==> src/core/lfs_pkg.sv <==
// Purpose: constants shared by the lift fault supervisor
// Assumes: 200 MHz system clock
// Notes:   fault numbers and sub-codes as reported to software
package lfs_pkg;
    // *****************************
    // clock and timing
    // *****************************
    localparam int unsigned CLK_MHZ        = 200;
    localparam int unsigned FINAL_HOLD_MS  = 1500;  // 1,5 s persistence
    localparam int unsigned FINAL_HOLD_CYC = FINAL_HOLD_MS * 1000 * CLK_MHZ;
    localparam int unsigned LOCK_DLY_MS    = 3000;  // "a few seconds"
    localparam int unsigned LOCK_DLY_CYC   = LOCK_DLY_MS * 1000 * CLK_MHZ;
    localparam int unsigned OPEN_TMO_MS    = 8000;  // reset value of timeout
    localparam logic [1:0]  DOOR_RETRIES   = 2'h3;

    // *****************************
    // fault numbers and sub-codes
    // *****************************
    localparam logic [7:0] F_SAFE_STOP   = 8'h07;
    localparam logic [7:0] F_DOOR_LOCK   = 8'h09;
    localparam logic [7:0] F_DOOR_A      = 8'h0a;
    localparam logic [7:0] F_DOOR_B      = 8'h0b;
    localparam logic [7:0] F_SAFE_TRAVEL = 8'h0c;
    localparam logic [7:0] F_THERMAL     = 8'h0d;
    localparam logic [7:0] F_PARAM_MEM   = 8'h0e;
    localparam logic [7:0] F_FINAL_LIM   = 8'h0f;
    localparam logic [7:0] F_FIRE        = 8'h10;
    localparam logic [7:0] SUB_NONE      = 8'h00;
    localparam logic [7:0] SUB_LANDING   = 8'h05;
    localparam logic [7:0] SUB_CARDOOR   = 8'h06;
    localparam logic [7:0] SUB_TH_ONE    = 8'h01;
    localparam logic [7:0] SUB_TH_TWO    = 8'h02;
    localparam logic [7:0] SUB_TH_BOTH   = 8'h03;
    localparam logic [7:0] SUB_TH_DOOR   = 8'h0a;

    // *****************************
    // register map (byte addresses)
    // *****************************
    localparam logic [7:0] A_STATUS   = 8'h00;  // sticky events, w1c
    localparam logic [7:0] A_MASK     = 8'h04;
    localparam logic [7:0] A_LAST     = 8'h08;  // [15:8] sub, [7:0] number
    localparam logic [7:0] A_CTRL     = 8'h0c;  // operator reset, config
    localparam logic [7:0] A_OPEN_TMO = 8'h10;  // door opening time, cycles
    localparam logic [7:0] A_LIVE     = 8'h14;  // live conditions

    // ctrl bits
    localparam int C_RESET_FINAL = 0;           // write 1: clear fault 15
    localparam int C_AUTO_DOOR   = 1;
    localparam int C_HAS_LIM_A   = 2;
    localparam int C_HAS_LIM_B   = 3;
    localparam int C_HAS_FIRE    = 4;
    localparam logic [31:0] CTRL_RST = 32'h0000_001e;

    // status bit positions, one per fault
    localparam int NEV   = 9;
    localparam int E_7   = 0;
    localparam int E_9   = 1;
    localparam int E_10  = 2;
    localparam int E_11  = 3;
    localparam int E_12  = 4;
    localparam int E_13  = 5;
    localparam int E_14  = 6;
    localparam int E_15  = 7;
    localparam int E_16  = 8;

    typedef enum logic [2:0] {
        LFS_D_IDLE  = 3'b000,
        LFS_D_OPEN  = 3'b001,
        LFS_D_CLOSE = 3'b010,
        LFS_D_WAIT  = 3'b011,
        LFS_D_DONE  = 3'b100
    } lfs_lock_t;
endpackage

==> src/core/lfs_supervisor.sv <==
// Purpose: fault supervision of a lift controller, faults 7 to 16
// Assumes: all field inputs already debounced and synchronous to CLK_I
// Notes:   contacts are given as "closed" levels, high = contact closed
// Summary of operation
// - chain open at first tap with car stopped raises 7, clears all calls, lamp off.
// - door lock tap open while a call is registered raises 9.
// - fault 9 carries sub-code 5 for landing locks and 6 for car door.
// - automatic door reopens and recloses up to 3 times, then all calls drop.
// - other doors drop all calls after a fixed delay of some seconds.
// - door A with open limit raises 10 if not fully open in the set time.
// - after an opening timeout that door is treated as open.
// - door B is supervised the same way with its own signals, fault 11.
// - chain open ahead of first tap while travelling raises 12, stops, clears car calls.
// - open motor thermal contacts raise 13 with sub-code 1, 2 or 3.
// - active door operator thermal input on the car top board reports 13 sub 10.
// - faulty parameter store raises 14 as a stopping fault.
// - final limit chain opening held 1,5 s latches fault 15.
// - latched 15 holds after reclosing, blocks landing calls and motion till reset.
// - any active fire sensor, when fitted, raises 16.
`timescale 1ns/1ps
`default_nettype none
module lfs_supervisor #(
    parameter int unsigned FINAL_HOLD = lfs_pkg::FINAL_HOLD_CYC,
    parameter int unsigned LOCK_DELAY = lfs_pkg::LOCK_DLY_CYC,
    parameter int unsigned FIRE_N     = 4
) (
    // clock and reset
    input  wire logic              CLK_I,
    input  wire logic              RST_I,
    // register port
    input  wire logic [7:0]        ADDR_I,
    input  wire logic [31:0]       WDATA_I,
    input  wire logic              WR_I,
    input  wire logic              RD_I,
    output logic      [31:0]       RDATA_O,
    // field contacts and controller state
    input  wire logic              SAFETY_TAP_FIRST_I,
    input  wire logic              FINAL_LIMIT_TRIP_I,
    input  wire logic              LANDING_LOCKS_I,
    input  wire logic              CAR_DOOR_I,
    input  wire logic              CALL_PENDING_I,
    input  wire logic              CAR_RUNNING_I,
    input  wire logic              DOOR_A_OPEN_COMMAND_I,
    input  wire logic              DOOR_A_OPEN_LIMIT_I,
    input  wire logic              DOOR_B_OPEN_COMMAND_I,
    input  wire logic              DOOR_B_OPEN_LIMIT_I,
    input  wire logic              MOTOR_THERMAL_CONTACT_ONE_I,
    input  wire logic              MOTOR_THERMAL_CONTACT_TWO_I,
    input  wire logic              CAR_TOP_BOARD_THERMAL_I,
    input  wire logic              PARAM_MEM_FAULT_I,
    input  wire logic [FIRE_N-1:0] FIRE_SENSOR_I,
    // actions
    output logic                   CLEAR_ALL_CALLS_O,
    output logic                   CLEAR_CAR_CALLS_O,
    output logic                   BLOCK_LANDING_CALLS_O,
    output logic                   STOP_CAR_O,
    output logic                   SAFETY_LAMP_O,
    output logic                   DOOR_REOPEN_O,
    output logic                   DOOR_RECLOSE_O,
    output logic                   DOOR_A_OPEN_O,
    output logic                   DOOR_B_OPEN_O,
    output logic                   IRQ_O
);
    // *****************************
    // registers
    // *****************************
    logic [lfs_pkg::NEV-1:0] status;
    logic [lfs_pkg::NEV-1:0] mask;
    logic [31:0]             ctrl;
    logic [31:0]             open_tmo;
    logic [15:0]             last_fault;
    logic [lfs_pkg::NEV-1:0] cond_q;
    logic [31:0]             final_cnt;
    logic                    final_latched;
    logic [31:0]             lock_cnt;
    logic [1:0]              retry_cnt;
    lfs_pkg::lfs_lock_t      lock_st;
    logic [31:0]             tmo_a;
    logic [31:0]             tmo_b;
    logic                    slip_a;
    logic                    slip_b;

    // *****************************
    // condition decode
    // *****************************
    wire chain_open  = !SAFETY_TAP_FIRST_I;
    wire lock_open   = !(LANDING_LOCKS_I && CAR_DOOR_I);
    wire th1_open    = !MOTOR_THERMAL_CONTACT_ONE_I;
    wire th2_open    = !MOTOR_THERMAL_CONTACT_TWO_I;
    wire auto_door   = ctrl[lfs_pkg::C_AUTO_DOOR];
    wire fire_any    = ctrl[lfs_pkg::C_HAS_FIRE] && (|FIRE_SENSOR_I);
    wire final_hold  = final_cnt >= FINAL_HOLD - 1;
    wire tmo_a_hit   = ctrl[lfs_pkg::C_HAS_LIM_A] && DOOR_A_OPEN_COMMAND_I
                       && !DOOR_A_OPEN_LIMIT_I && tmo_a >= open_tmo;
    wire tmo_b_hit   = ctrl[lfs_pkg::C_HAS_LIM_B] && DOOR_B_OPEN_COMMAND_I
                       && !DOOR_B_OPEN_LIMIT_I && tmo_b >= open_tmo;

    // live conditions, one per fault; an event is a rising condition
    logic [lfs_pkg::NEV-1:0] cond;
    assign cond[lfs_pkg::E_7]  = chain_open && !CAR_RUNNING_I;
    assign cond[lfs_pkg::E_9]  = lock_open && CALL_PENDING_I;
    assign cond[lfs_pkg::E_10] = tmo_a_hit;
    assign cond[lfs_pkg::E_11] = tmo_b_hit;
    assign cond[lfs_pkg::E_12] = chain_open && CAR_RUNNING_I;
    assign cond[lfs_pkg::E_13] = th1_open || th2_open
                                 || CAR_TOP_BOARD_THERMAL_I;
    assign cond[lfs_pkg::E_14] = PARAM_MEM_FAULT_I;
    assign cond[lfs_pkg::E_15] = final_latched;
    assign cond[lfs_pkg::E_16] = fire_any;
    wire [lfs_pkg::NEV-1:0] rise = cond & ~cond_q;

    // sub-codes
    wire [7:0] sub_lock = !LANDING_LOCKS_I ? lfs_pkg::SUB_LANDING
                                           : lfs_pkg::SUB_CARDOOR;
    wire [7:0] sub_th   = (th1_open && th2_open) ? lfs_pkg::SUB_TH_BOTH :
                          th1_open ? lfs_pkg::SUB_TH_ONE :
                          th2_open ? lfs_pkg::SUB_TH_TWO :
                          lfs_pkg::SUB_TH_DOOR;

    // newest record: highest fault number rising this cycle wins
    logic [15:0] next_last;
    always_comb begin
        next_last = last_fault;
        if (rise[lfs_pkg::E_7])
            next_last = {lfs_pkg::SUB_NONE, lfs_pkg::F_SAFE_STOP};
        if (rise[lfs_pkg::E_9])
            next_last = {sub_lock, lfs_pkg::F_DOOR_LOCK};
        if (rise[lfs_pkg::E_10])
            next_last = {lfs_pkg::SUB_NONE, lfs_pkg::F_DOOR_A};
        if (rise[lfs_pkg::E_11])
            next_last = {lfs_pkg::SUB_NONE, lfs_pkg::F_DOOR_B};
        if (rise[lfs_pkg::E_12])
            next_last = {lfs_pkg::SUB_NONE, lfs_pkg::F_SAFE_TRAVEL};
        if (rise[lfs_pkg::E_13])
            next_last = {sub_th, lfs_pkg::F_THERMAL};
        if (rise[lfs_pkg::E_14])
            next_last = {lfs_pkg::SUB_NONE, lfs_pkg::F_PARAM_MEM};
        if (rise[lfs_pkg::E_15])
            next_last = {lfs_pkg::SUB_NONE, lfs_pkg::F_FINAL_LIM};
        if (rise[lfs_pkg::E_16])
            next_last = {lfs_pkg::SUB_NONE, lfs_pkg::F_FIRE};
    end

    // *****************************
    // register access decode
    // *****************************
    wire wr_status = WR_I && ADDR_I == lfs_pkg::A_STATUS;
    wire wr_mask   = WR_I && ADDR_I == lfs_pkg::A_MASK;
    wire wr_ctrl   = WR_I && ADDR_I == lfs_pkg::A_CTRL;
    wire wr_tmo    = WR_I && ADDR_I == lfs_pkg::A_OPEN_TMO;
    wire op_reset  = wr_ctrl && WDATA_I[lfs_pkg::C_RESET_FINAL];
    wire [31:0] live_word = {24'h0, slip_b, slip_a, final_latched,
                             lock_open, chain_open, cond[2:0]};
    wire [31:0] rd_mux =
        ADDR_I == lfs_pkg::A_STATUS   ? {23'h0, status} :
        ADDR_I == lfs_pkg::A_MASK     ? {23'h0, mask} :
        ADDR_I == lfs_pkg::A_LAST     ? {16'h0, last_fault} :
        ADDR_I == lfs_pkg::A_CTRL     ? {ctrl[31:1], 1'b0} :
        ADDR_I == lfs_pkg::A_OPEN_TMO ? open_tmo :
        ADDR_I == lfs_pkg::A_LIVE     ? live_word : 32'h0;
    wire [lfs_pkg::NEV-1:0] next_status =
        rise | (status & ~(wr_status ? WDATA_I[lfs_pkg::NEV-1:0]
                                     : {lfs_pkg::NEV{1'b0}}));

    // register file, set wins over write-one-clear
    always_ff @(posedge CLK_I or posedge RST_I) begin
        if (RST_I) begin
            status     <= '0;
            mask       <= '0;
            ctrl       <= lfs_pkg::CTRL_RST;
            open_tmo   <= lfs_pkg::OPEN_TMO_MS * 1000 * lfs_pkg::CLK_MHZ;
            last_fault <= 16'h0;
            cond_q     <= '0;
            RDATA_O    <= 32'h0;
            IRQ_O      <= 1'b0;
        end else begin
            status     <= next_status;
            mask       <= wr_mask ? WDATA_I[lfs_pkg::NEV-1:0] : mask;
            ctrl       <= wr_ctrl ? {WDATA_I[31:1], 1'b0} : ctrl;
            open_tmo   <= wr_tmo ? WDATA_I : open_tmo;
            last_fault <= next_last;
            cond_q     <= cond;
            RDATA_O    <= RD_I ? rd_mux : 32'h0;
            IRQ_O      <= |(next_status & mask);
        end
    end

    // *****************************
    // final limit persistence and latch
    // *****************************
    always_ff @(posedge CLK_I or posedge RST_I) begin
        if (RST_I) begin
            final_cnt     <= 32'h0;
            final_latched <= 1'b0;
        end else begin
            final_cnt <= (FINAL_LIMIT_TRIP_I && chain_open && !final_hold)
                         ? final_cnt + 32'h1 : 32'h0;
            if (FINAL_LIMIT_TRIP_I && chain_open && final_hold)
                final_latched <= 1'b1;
            else if (op_reset)
                final_latched <= 1'b0;
        end
    end

    // *****************************
    // door opening timeout, A and B
    // *****************************
    always_ff @(posedge CLK_I or posedge RST_I) begin
        if (RST_I) begin
            tmo_a  <= 32'h0;
            tmo_b  <= 32'h0;
            slip_a <= 1'b0;
            slip_b <= 1'b0;
        end else begin
            tmo_a  <= DOOR_A_OPEN_COMMAND_I && !slip_a
                      ? tmo_a + 32'h1 : 32'h0;
            tmo_b  <= DOOR_B_OPEN_COMMAND_I && !slip_b
                      ? tmo_b + 32'h1 : 32'h0;
            // hold "open" until the open command is withdrawn
            slip_a <= tmo_a_hit || (slip_a && DOOR_A_OPEN_COMMAND_I);
            slip_b <= tmo_b_hit || (slip_b && DOOR_B_OPEN_COMMAND_I);
        end
    end

    // *****************************
    // door lock recovery sequence
    // *****************************
    wire lock_fail = lock_open && CALL_PENDING_I;
    lfs_pkg::lfs_lock_t next_lock_st;
    always_comb begin
        next_lock_st = lock_st;
        unique case (lock_st)
            lfs_pkg::LFS_D_IDLE:
                if (lock_fail)
                    next_lock_st = auto_door ? lfs_pkg::LFS_D_OPEN
                                             : lfs_pkg::LFS_D_WAIT;
            lfs_pkg::LFS_D_OPEN:
                next_lock_st = lfs_pkg::LFS_D_CLOSE;
            lfs_pkg::LFS_D_CLOSE:
                if (lock_cnt >= LOCK_DELAY - 1)
                    next_lock_st = !lock_open ? lfs_pkg::LFS_D_IDLE
                                 : retry_cnt == lfs_pkg::DOOR_RETRIES
                                 ? lfs_pkg::LFS_D_DONE
                                 : lfs_pkg::LFS_D_OPEN;
            lfs_pkg::LFS_D_WAIT:
                if (!lock_fail)
                    next_lock_st = lfs_pkg::LFS_D_IDLE;
                else if (lock_cnt >= LOCK_DELAY - 1)
                    next_lock_st = lfs_pkg::LFS_D_DONE;
            lfs_pkg::LFS_D_DONE:
                if (!lock_open)
                    next_lock_st = lfs_pkg::LFS_D_IDLE;
            default: next_lock_st = lfs_pkg::LFS_D_IDLE;
        endcase
    end

    always_ff @(posedge CLK_I or posedge RST_I) begin
        if (RST_I) begin
            lock_st   <= lfs_pkg::LFS_D_IDLE;
            lock_cnt  <= 32'h0;
            retry_cnt <= 2'h0;
        end else begin
            lock_st   <= next_lock_st;
            lock_cnt  <= next_lock_st != lock_st ? 32'h0 : lock_cnt + 32'h1;
            // first reopen counts as retry one, so three reopens in all
            if (next_lock_st == lfs_pkg::LFS_D_OPEN)
                retry_cnt <= retry_cnt + 2'h1;
            else if (lock_st == lfs_pkg::LFS_D_IDLE)
                retry_cnt <= 2'h0;
        end
    end

    // *****************************
    // action outputs
    // *****************************
    wire stop_fault = final_latched || PARAM_MEM_FAULT_I;
    always_ff @(posedge CLK_I or posedge RST_I) begin
        if (RST_I) begin
            CLEAR_ALL_CALLS_O     <= 1'b0;
            CLEAR_CAR_CALLS_O     <= 1'b0;
            BLOCK_LANDING_CALLS_O <= 1'b0;
            STOP_CAR_O            <= 1'b0;
            SAFETY_LAMP_O         <= 1'b0;
            DOOR_REOPEN_O         <= 1'b0;
            DOOR_RECLOSE_O        <= 1'b0;
            DOOR_A_OPEN_O         <= 1'b0;
            DOOR_B_OPEN_O         <= 1'b0;
        end else begin
            CLEAR_ALL_CALLS_O     <= cond[lfs_pkg::E_7]
                                     || lock_st == lfs_pkg::LFS_D_DONE;
            CLEAR_CAR_CALLS_O     <= cond[lfs_pkg::E_12];
            BLOCK_LANDING_CALLS_O <= final_latched;
            STOP_CAR_O            <= cond[lfs_pkg::E_12] || stop_fault;
            SAFETY_LAMP_O         <= !chain_open;
            DOOR_REOPEN_O         <= lock_st == lfs_pkg::LFS_D_OPEN;
            DOOR_RECLOSE_O        <= lock_st == lfs_pkg::LFS_D_CLOSE;
            DOOR_A_OPEN_O         <= DOOR_A_OPEN_LIMIT_I || slip_a;
            DOOR_B_OPEN_O         <= DOOR_B_OPEN_LIMIT_I || slip_b;
        end
    end

    // *****************************
    // assertions
    // *****************************
    a_stop_fault_7: assert property (@(posedge CLK_I) disable iff (RST_I)
        cond[lfs_pkg::E_7] |=> CLEAR_ALL_CALLS_O && !SAFETY_LAMP_O)
        else $error("fault 7 did not clear calls");
    a_lock_rise_9: assert property (@(posedge CLK_I) disable iff (RST_I)
        rise[lfs_pkg::E_9] |=> status[lfs_pkg::E_9]
            && last_fault[7:0] == lfs_pkg::F_DOOR_LOCK
               || last_fault[7:0] > lfs_pkg::F_DOOR_LOCK)
        else $error("fault 9 not recorded");
    a_lock_sub_code: assert property (@(posedge CLK_I) disable iff (RST_I)
        rise[lfs_pkg::E_9] && !LANDING_LOCKS_I && cond == rise
        |=> last_fault == {lfs_pkg::SUB_LANDING, lfs_pkg::F_DOOR_LOCK})
        else $error("fault 9 wrong sub-code");
    a_retry_bound: assert property (@(posedge CLK_I) disable iff (RST_I)
        retry_cnt <= lfs_pkg::DOOR_RETRIES)
        else $error("too many door retries");
    a_wait_done: assert property (@(posedge CLK_I) disable iff (RST_I)
        lock_st == lfs_pkg::LFS_D_DONE |=> CLEAR_ALL_CALLS_O)
        else $error("calls not cancelled after lock fault");
    a_door_a_open: assert property (@(posedge CLK_I) disable iff (RST_I)
        tmo_a_hit |=> slip_a ##1 DOOR_A_OPEN_O)
        else $error("door A timeout not treated as open");
    a_door_b_rec: assert property (@(posedge CLK_I) disable iff (RST_I)
        tmo_b_hit && !$past(tmo_b_hit) |=> status[lfs_pkg::E_11])
        else $error("fault 11 not raised");
    a_travel_stop: assert property (@(posedge CLK_I) disable iff (RST_I)
        chain_open && CAR_RUNNING_I |=> STOP_CAR_O && CLEAR_CAR_CALLS_O)
        else $error("fault 12 did not stop car");
    a_thermal_both: assert property (@(posedge CLK_I) disable iff (RST_I)
        th1_open && th2_open |-> sub_th == lfs_pkg::SUB_TH_BOTH)
        else $error("thermal sub-code wrong");
    a_final_hold: assert property (@(posedge CLK_I) disable iff (RST_I)
        final_latched && !op_reset |=> final_latched
            && BLOCK_LANDING_CALLS_O && STOP_CAR_O)
        else $error("fault 15 latch lost");
    a_fire_raise: assert property (@(posedge CLK_I) disable iff (RST_I)
        fire_any && !cond_q[lfs_pkg::E_16] |=> status[lfs_pkg::E_16])
        else $error("fault 16 not raised");
    c_lock_retry: cover property (@(posedge CLK_I) disable iff (RST_I)
        lock_st == lfs_pkg::LFS_D_CLOSE && next_lock_st == lfs_pkg::LFS_D_DONE);
    c_final_latch: cover property (@(posedge CLK_I) disable iff (RST_I)
        rise[lfs_pkg::E_15]);
    c_final_reset: cover property (@(posedge CLK_I) disable iff (RST_I)
        final_latched && op_reset);
    c_irq: cover property (@(posedge CLK_I) disable iff (RST_I)
        $rose(IRQ_O));
endmodule
`default_nettype wire

==> config.mk <==
export PLATFORM = sky130hd
export DESIGN_NAME = lfs_supervisor
export DESIGN_NICKNAME = d
export VERILOG_FILES = /design/src/core/lfs_pkg.sv /design/src/core/lfs_supervisor.sv
export SDC_FILE = /design/constraint.sdc
export NUM_CORES = 1
export LEC_CHECK = 0
export ABC_CLOCK_PERIOD_IN_PS = 9300
export BUFFER_PORTS_ARGS = -buffer_cell sky130_fd_sc_hd__buf_4
export CAP_MARGIN = 0
export CORE_AREA = 2 2 160 162
export CTS_CLUSTER_DIAMETER = 100
export DETAILED_ROUTE_END_ITERATION = 10
export DIE_AREA = 0 0 162 164
export PLACE_DENSITY = 0.76
export SYNTH_ARGS = -nofsm -noshare
export SYNTH_HDL_FRONTEND = slang
export SYNTH_SLANG_ARGS = --single-unit
==> constraint.sdc <==
create_clock -name CLK_I -period 9.3 [get_ports CLK_I]
set_clock_uncertainty 0.15 [all_clocks]
set_input_delay 1.395 -clock CLK_I [delete_from_list [all_inputs] [get_ports CLK_I]]
set_output_delay 1.395 -clock CLK_I [all_outputs]
set_load 0.01 [all_outputs]
== Yosys cells after proc, flatten, opt, wreduce, memory -nomap -nowiden ==
Cells that the tools add are included.

* Memories kept: 0
* Logic and storage cells: 141
* Input port bits: 62
* Latch bits: 0
* RAM bits: 0
* Bits in read-only memories: 0
* Flip-flop bits (word level): 284
* Output and inout bits: 42

* Magnitude comparators: 4
* Shifts and indexed selects: 0
* Bitwise operators: 6
* Reduce and logical (&&, ||, !) cells: 50
* Eq/ne operators: 12
* Muxes and demuxes: 38
* Div/mod/pow operators: 0
* Multiply operators: 0
* $add $sub $neg: 5

{| class="wikitable"
|+ Operator list
! kind !! count
|-
| 32-bit two-way mux || 10
|-
| 16-bit two-way mux || 9
|-
| 32-bit by 1-bit adder with 32-bit output (second input constant) || 4
|-
| 32-bit >= comparator || 2
|-
| 32-bit by 29-bit >= comparator with 1-bit output (second input constant) || 1
|-
| 32-bit by 30-bit >= comparator with 1-bit output (second input constant) || 1
|-
| 9-bit bitwise AND || 3
|-
| 1-bit logical AND || 24
|-
| 3-bit two-way mux || 7
|-
| 9-bit inverter || 2
|-
| 8-bit by 4-bit equality test with 1-bit output (second input constant) || 2
|-
| 8-bit by 5-bit equality test with 1-bit output (second input constant) || 2
|-
| 3-bit one-hot mux with 5 select lines || 1
|-
| 4-bit two-way mux || 3
|-
| 1-bit logical NOT || 10
|-
| 1-bit logical OR || 9
|-
| 9-bit two-way mux || 1
|-
| 9-bit bitwise OR || 1
|-
| 9-bit nonzero test || 1
|-
| 9-bit OR reduction || 1
|-
| 8-bit by 3-bit equality test with 1-bit output (second input constant) || 1
|-
| 8-bit logical NOT || 1
|-
| 2-bit two-way mux || 4
|-
| 8-bit two-way mux || 1
|-
| 10 further kinds || 14
|}

== Logic depth before layout (Yosys ltp) ==
* Depth after elaboration: 13
* Mapped depth: 11
* Mapped depth without buffers: 10

== Worst setup path before layout ==
No wires, ideal clock.

* Path type: input -> register
* Start: in ADDR_I[1]
* End: reg IRQ_O
* Library setup time: 0.126 ns
* Stages: 9
* Data arrival time: 3.586 ns
* Required time: 9.024 ns
* Buffers on the path: 1
* Slack: 5.438 ns
* Cells stage by stage: or4_4 or4b_1 buf_6 nor2_8 nand2_2 a21o_1 a222oi_1 nand3_1 a221o_1

* Cells in the longest elaborated chain, start to end: 8

{| class="wikitable"
|+ Ends and longest elaborated chain
! what !! line !! source
|-
| from (decl) || lfs_supervisor.sv:31 || <nowiki>input wire logic [7:0] ADDR_I,</nowiki>
|-
| 8-bit logical NOT || lfs_supervisor.sv:147 || <nowiki>wire wr_status = WR_I && ADDR_I == lfs_pkg::A_STATUS;</nowiki>
|-
| 1-bit logical AND || lfs_supervisor.sv:147 ||
|-
| 9-bit two-way mux || lfs_supervisor.sv:162 || <nowiki>rise | (status & ~(wr_status ? WDATA_I[lfs_pkg::NEV-1:0]</nowiki>
|-
| 9-bit inverter || lfs_supervisor.sv:162 ||
|-
| 9-bit bitwise AND || lfs_supervisor.sv:162 ||
|-
| 9-bit bitwise OR || lfs_supervisor.sv:162 ||
|-
| named net next_status (one bit) || lfs_supervisor.sv:161 || <nowiki>wire [lfs_pkg::NEV-1:0] next_status =</nowiki>
|-
| 9-bit bitwise AND || lfs_supervisor.sv:184 || <nowiki>IRQ_O <= |(next_status & mask);</nowiki>
|-
| 9-bit OR reduction || lfs_supervisor.sv:184 ||
|-
| to (signal assigned) || lfs_supervisor.sv:184 ||
|-
| to (decl) || lfs_supervisor.sv:62 || <nowiki>output logic IRQ_O</nowiki>
|}

The timed path passes the listed nets, and every way through them passes these cells.
A chain may end at the register's enable or synchronous reset.

== Worst setup path in the final report ==
* Start: reg open_tmo[15]
* End: reg last_fault[0]

* Cells in the longest elaborated chain, start to end: 10
* Elaborated cells between the ends (all ways): 13
* Classes of those cells: 2 x order compare; 7 x mux; 1 x bitwise; 3 x reduce/logical

{| class="wikitable"
|+ Ends and longest elaborated chain
! what !! line !! source
|-
| from (decl) || lfs_supervisor.sv:70 || <nowiki>logic [31:0] open_tmo;</nowiki>
|-
| from (signal assigned) || lfs_supervisor.sv:171 || <nowiki>open_tmo <= lfs_pkg::OPEN_TMO_MS * 1000 * lfs_pkg::CLK_MHZ;</nowiki>
|-
| from (signal assigned) || lfs_supervisor.sv:180 || <nowiki>open_tmo <= wr_tmo ? WDATA_I : open_tmo;</nowiki>
|-
| 32-bit >= comparator || lfs_supervisor.sv:94 || <nowiki>&& !DOOR_A_OPEN_LIMIT_I && tmo_a >= open_tmo;</nowiki>
|-
| 1-bit logical AND || lfs_supervisor.sv:94 ||
|-
| 9-bit bitwise AND * || lfs_supervisor.sv:110 || <nowiki>wire [lfs_pkg::NEV-1:0] rise = cond & ~cond_q;</nowiki>
|-
| 16-bit two-way mux || lfs_supervisor.sv:128 || <nowiki>if (rise[lfs_pkg::E_10])</nowiki>
|-
| 16-bit two-way mux || lfs_supervisor.sv:130 || <nowiki>if (rise[lfs_pkg::E_11])</nowiki>
|-
| 16-bit two-way mux || lfs_supervisor.sv:132 || <nowiki>if (rise[lfs_pkg::E_12])</nowiki>
|-
| 16-bit two-way mux || lfs_supervisor.sv:134 || <nowiki>if (rise[lfs_pkg::E_13])</nowiki>
|-
| 16-bit two-way mux || lfs_supervisor.sv:136 || <nowiki>if (rise[lfs_pkg::E_14])</nowiki>
|-
| 16-bit two-way mux || lfs_supervisor.sv:138 || <nowiki>if (rise[lfs_pkg::E_15])</nowiki>
|-
| 16-bit two-way mux || lfs_supervisor.sv:140 || <nowiki>if (rise[lfs_pkg::E_16])</nowiki>
|-
| to (signal assigned) || lfs_supervisor.sv:181 || <nowiki>last_fault <= next_last;</nowiki>
|-
| to (decl) || lfs_supervisor.sv:71 || <nowiki>logic [15:0] last_fault;</nowiki>
|}

Mark *: on every way between the ends. The rest lies on a longest branch, timed or not.

==> reports/results.txt <==
number of diodes = 0
synth unique cells = 67
Buf/Inv on CP = 1
Sw Share = 0.2406
GRT overflow = 0
IO buf count = 103
Die Width = 162 um
CP peak stage delay = 0.82 ns
Worst Hold Path Cells = 0
io pins = 104
met3 track demand over resource = 0.03737
post-synthesis compound-gate area fraction = 0.09143
fmax = 246.1 MHz
Num CTS Buffers = 29
initial antenna violation count = 1
most frequent cells after synthesis = dfrtp_1, nor2_1, nand2_1, mux2_2
Max H-tree Level = 1
WL/cell = 18.28 um
Slew @ Worst Pin = 1.230 ns
Setup violations, final = 0
DRT Pass-1 Iters = 5
initial DRC count = 863
Post-CTS Setup Bufs = 0
PostCTS Resize Cnt = 0
layout cell share with drive strength beyond 1 = 0.1885
fin crit period = 4.063 ns
R2R cell count = 10
R2R Path End = last_fault[0]
Crit. End Element = flop
GRT Overall Usage = 0.2485
Post-DP HPWL = 22820 um
root buffer cell = clkbuf_16
unrepaired setup endpoints after global routing = false
synthesis-to-layout area growth = 16.88%
Detail Route Antenna Nets = 0
Max VDD drop = 0.1349 mV
hold path endpoint = cond_q[7]
Final WS setup = 5.237 ns
initial core utilization = 0.5453
Setup Crit Path Kind = flop to flop
Mapped Area = 0.01353 mm2
number of fill cells = 1955
vias in the first global route = 10310
Die Y = 164 um
Critical-path top delay cell = nor3_1
max-cap violations = 0
core footprint = 0.02482 mm2
combinational family with the most area after synthesis = simple AND/OR/NAND/NOR gates
Psw = 701.9 uW
CP delay by family, top = compound AO/OA/AOI/OAI gates
largest net degree at the start of global routing = 145
RePlAce Congestion = 0.8997
Synth Warn # = 0
grt peak-use layer = met2
HP Class = flop to flop
final hold vios = 0
Post-Synth Simple-Gate Area = 0.1709
max_slew headroom = 0.1803
clock share of power = 0.470
top_reg_cell synth = dfrtp_1
Comb pwr share = 0.089
CP Max Fanout = 7
power share of the sequential group = 0.441
Synth top area share = 0.4789
worst endpoint required time = 9.59 ns
CTS tree = done
Reg clk slew, reported paths = 0.07 ns
Post-synth EDFFs = 0
mux share of post-synthesis cell area = 0.06767
detailed-route wire length = 32410 um
post-layout net count = 1551
Post-Synth XOR/XNOR Area = 0.06795
Pwr Density = 184.4 mW/mm2
first-pass GRT wire length = 53220 um
FF+latch count, synth = 275
met2 global-route usage = 0.4046
dominant cell type by area after synthesis = dfrtp_1
most common cell in the netlist = dfrtp_1
worst reg2reg startpoint = open_tmo[15]
Internal = 2215 uW
outcome = completed
clk sinks = 275
setup TNS = 0 ns
Skew-Pair Late Insertion Delay = 0.56 ns
Synth Area in Adders = 0.06379
# DRC = 0
Synth area leaders = dfrtp_1, ha_1, mux2_2, nor2_1, xor2_1
Vias/cell = 5.812
CP Cell Sequence = inv_1 -> ha_1 -> a21oi_1 -> o21ai_0 -> a2111o_1 -> a211oi_1 -> o21ai_0 -> nor3_1 -> and2_0 -> mux2_2
CP Data Arrival Time = 4.35 ns
Avg Synthesized Cell Area = 10.32 um2
cts hold-fix bufs = 0
Max clock buf depth = 3
grt met1 use = 0.3471
Rows = 58
full die area = 0.02657 mm2
max-slew violations = 0
critical path startpoint category = flop
critical path's most frequent cell = o21ai_0
worst min-delay path startpoint = final_latched
r2r setup slk = 5.24 ns
final cycle utilization of the critical path = 0.4369
vias = 10300
Setup WS pre-CTS = 4.850 ns
Cells after Synth = 1312
asr flop ratio synth = 1.000
leakage power = 0.007300 uW
sequential share of the synthesized area = 0.5099
-- cells by family after synthesis --
| group | Yosys count |
|---|---|
| AND/OR/NAND/NOR | 493 |
| AO/OA/AOI/OAI | 189 |
| XOR/XNOR | 105 |
| multiplexers | 82 |
| flip-flops | 275 |
| adder cells (fa/ha/maj) | 69 |
| other | 1 |
| buffers and inverters | 98 |
-- state kept, by name, indices dropped and copies added (netlist names), 2 cells and up --
signal	cells
RDATA_O	32
cond_q	9
ctrl	31
final_cnt	32
last_fault	9
lock_cnt	32
lock_st	3
mask	9
open_tmo	32
retry_cnt	2
status	9
tmo_a	32
tmo_b	32
-- cell usage in the layout, fill, tap and decap left out, drive strengths merged, types with 34 or more instances in the layout --
cell type    n
a21oi       52
buf        112
dfrtp      259
ha          69
inv         63
mux2        76
nand2       91
nand3       59
nor2       203
o21ai       34
xnor2       36
xor2        69
-- cell type report --
| cell class | instances | area, um2 | share of cell area |
|---|---|---|---|
| multi-input combinational | 941 | 6279 | 0.3969 |
| sequential | 275 | 6902 | 0.4363 |
| inverter | 61 | 236.5 | 0.01495 |
| tap | 330 | 412.9 | 0.02610 |
| clock buffer | 32 | 757.0 | 0.04785 |
| timing repair buffer | 112 | 840.8 | 0.05315 |
| clock inverter | 22 | 391.6 | 0.02476 |
-- per-stage QoR --
step	hold WS, ns	instance area [um2]	instances	utilization	power [uW]
after floorplan	0.2522	13540	1314	-	1463
after global placement	0.3153	14670	1719	0.5911	1556
after detailed placement	0.3279	14670	1719	0.5911	1566
after CTS	0.3294	15820	1773	0.6374	2932
after global routing	0.3480	15820	1773	0.6374	3028
final	0.3225	15820	1773	0.6374	2917
-- worst max path at each step --
stage	cells past startpoint	start	end	slack, ns
floorplan	1	RST_I	CLEAR_ALL_CALLS_O	0.20
CTS	10	open_tmo[15]	last_fault[0]	5.27
detailed placement	8	ADDR_I[1]	open_tmo[13]	4.85
finish	10	open_tmo[15]	last_fault[0]	5.24
global route	10	open_tmo[15]	last_fault[0]	4.97
global placement	8	ADDR_I[1]	open_tmo[14]	4.90
-- power by group through the flow --
stage	clock (uW)	sequential [uW]	combinational, uW
global route	1440	1290	291
floorplan	0	1300	167
CTS	1390	1290	262
detailed placement	0	1310	260
global placement	0	1300	251
finish	1370	1290	260
-- per-layer routing --
layer / vias up / routed length, um
li1: 4804 / -
met1: 5100 / 14300
met2: 331 / 15220
met3: 67 / 1964
met4: 2 / 906
met5: - / 16
-- worst reg2reg max path: stages (launching register included) --
cell and delay (ns):
dfrtp_1 0.38, inv_1 0.10, ha_1 0.33, a21oi_1 0.15, o21ai_0 0.12, a2111o_1 0.40, a211oi_1 0.30, o21ai_0 0.42
nor3_1 0.82, and2_0 0.41, mux2_2 0.38
No activity file was read; power rests on OpenSTA's default activity.
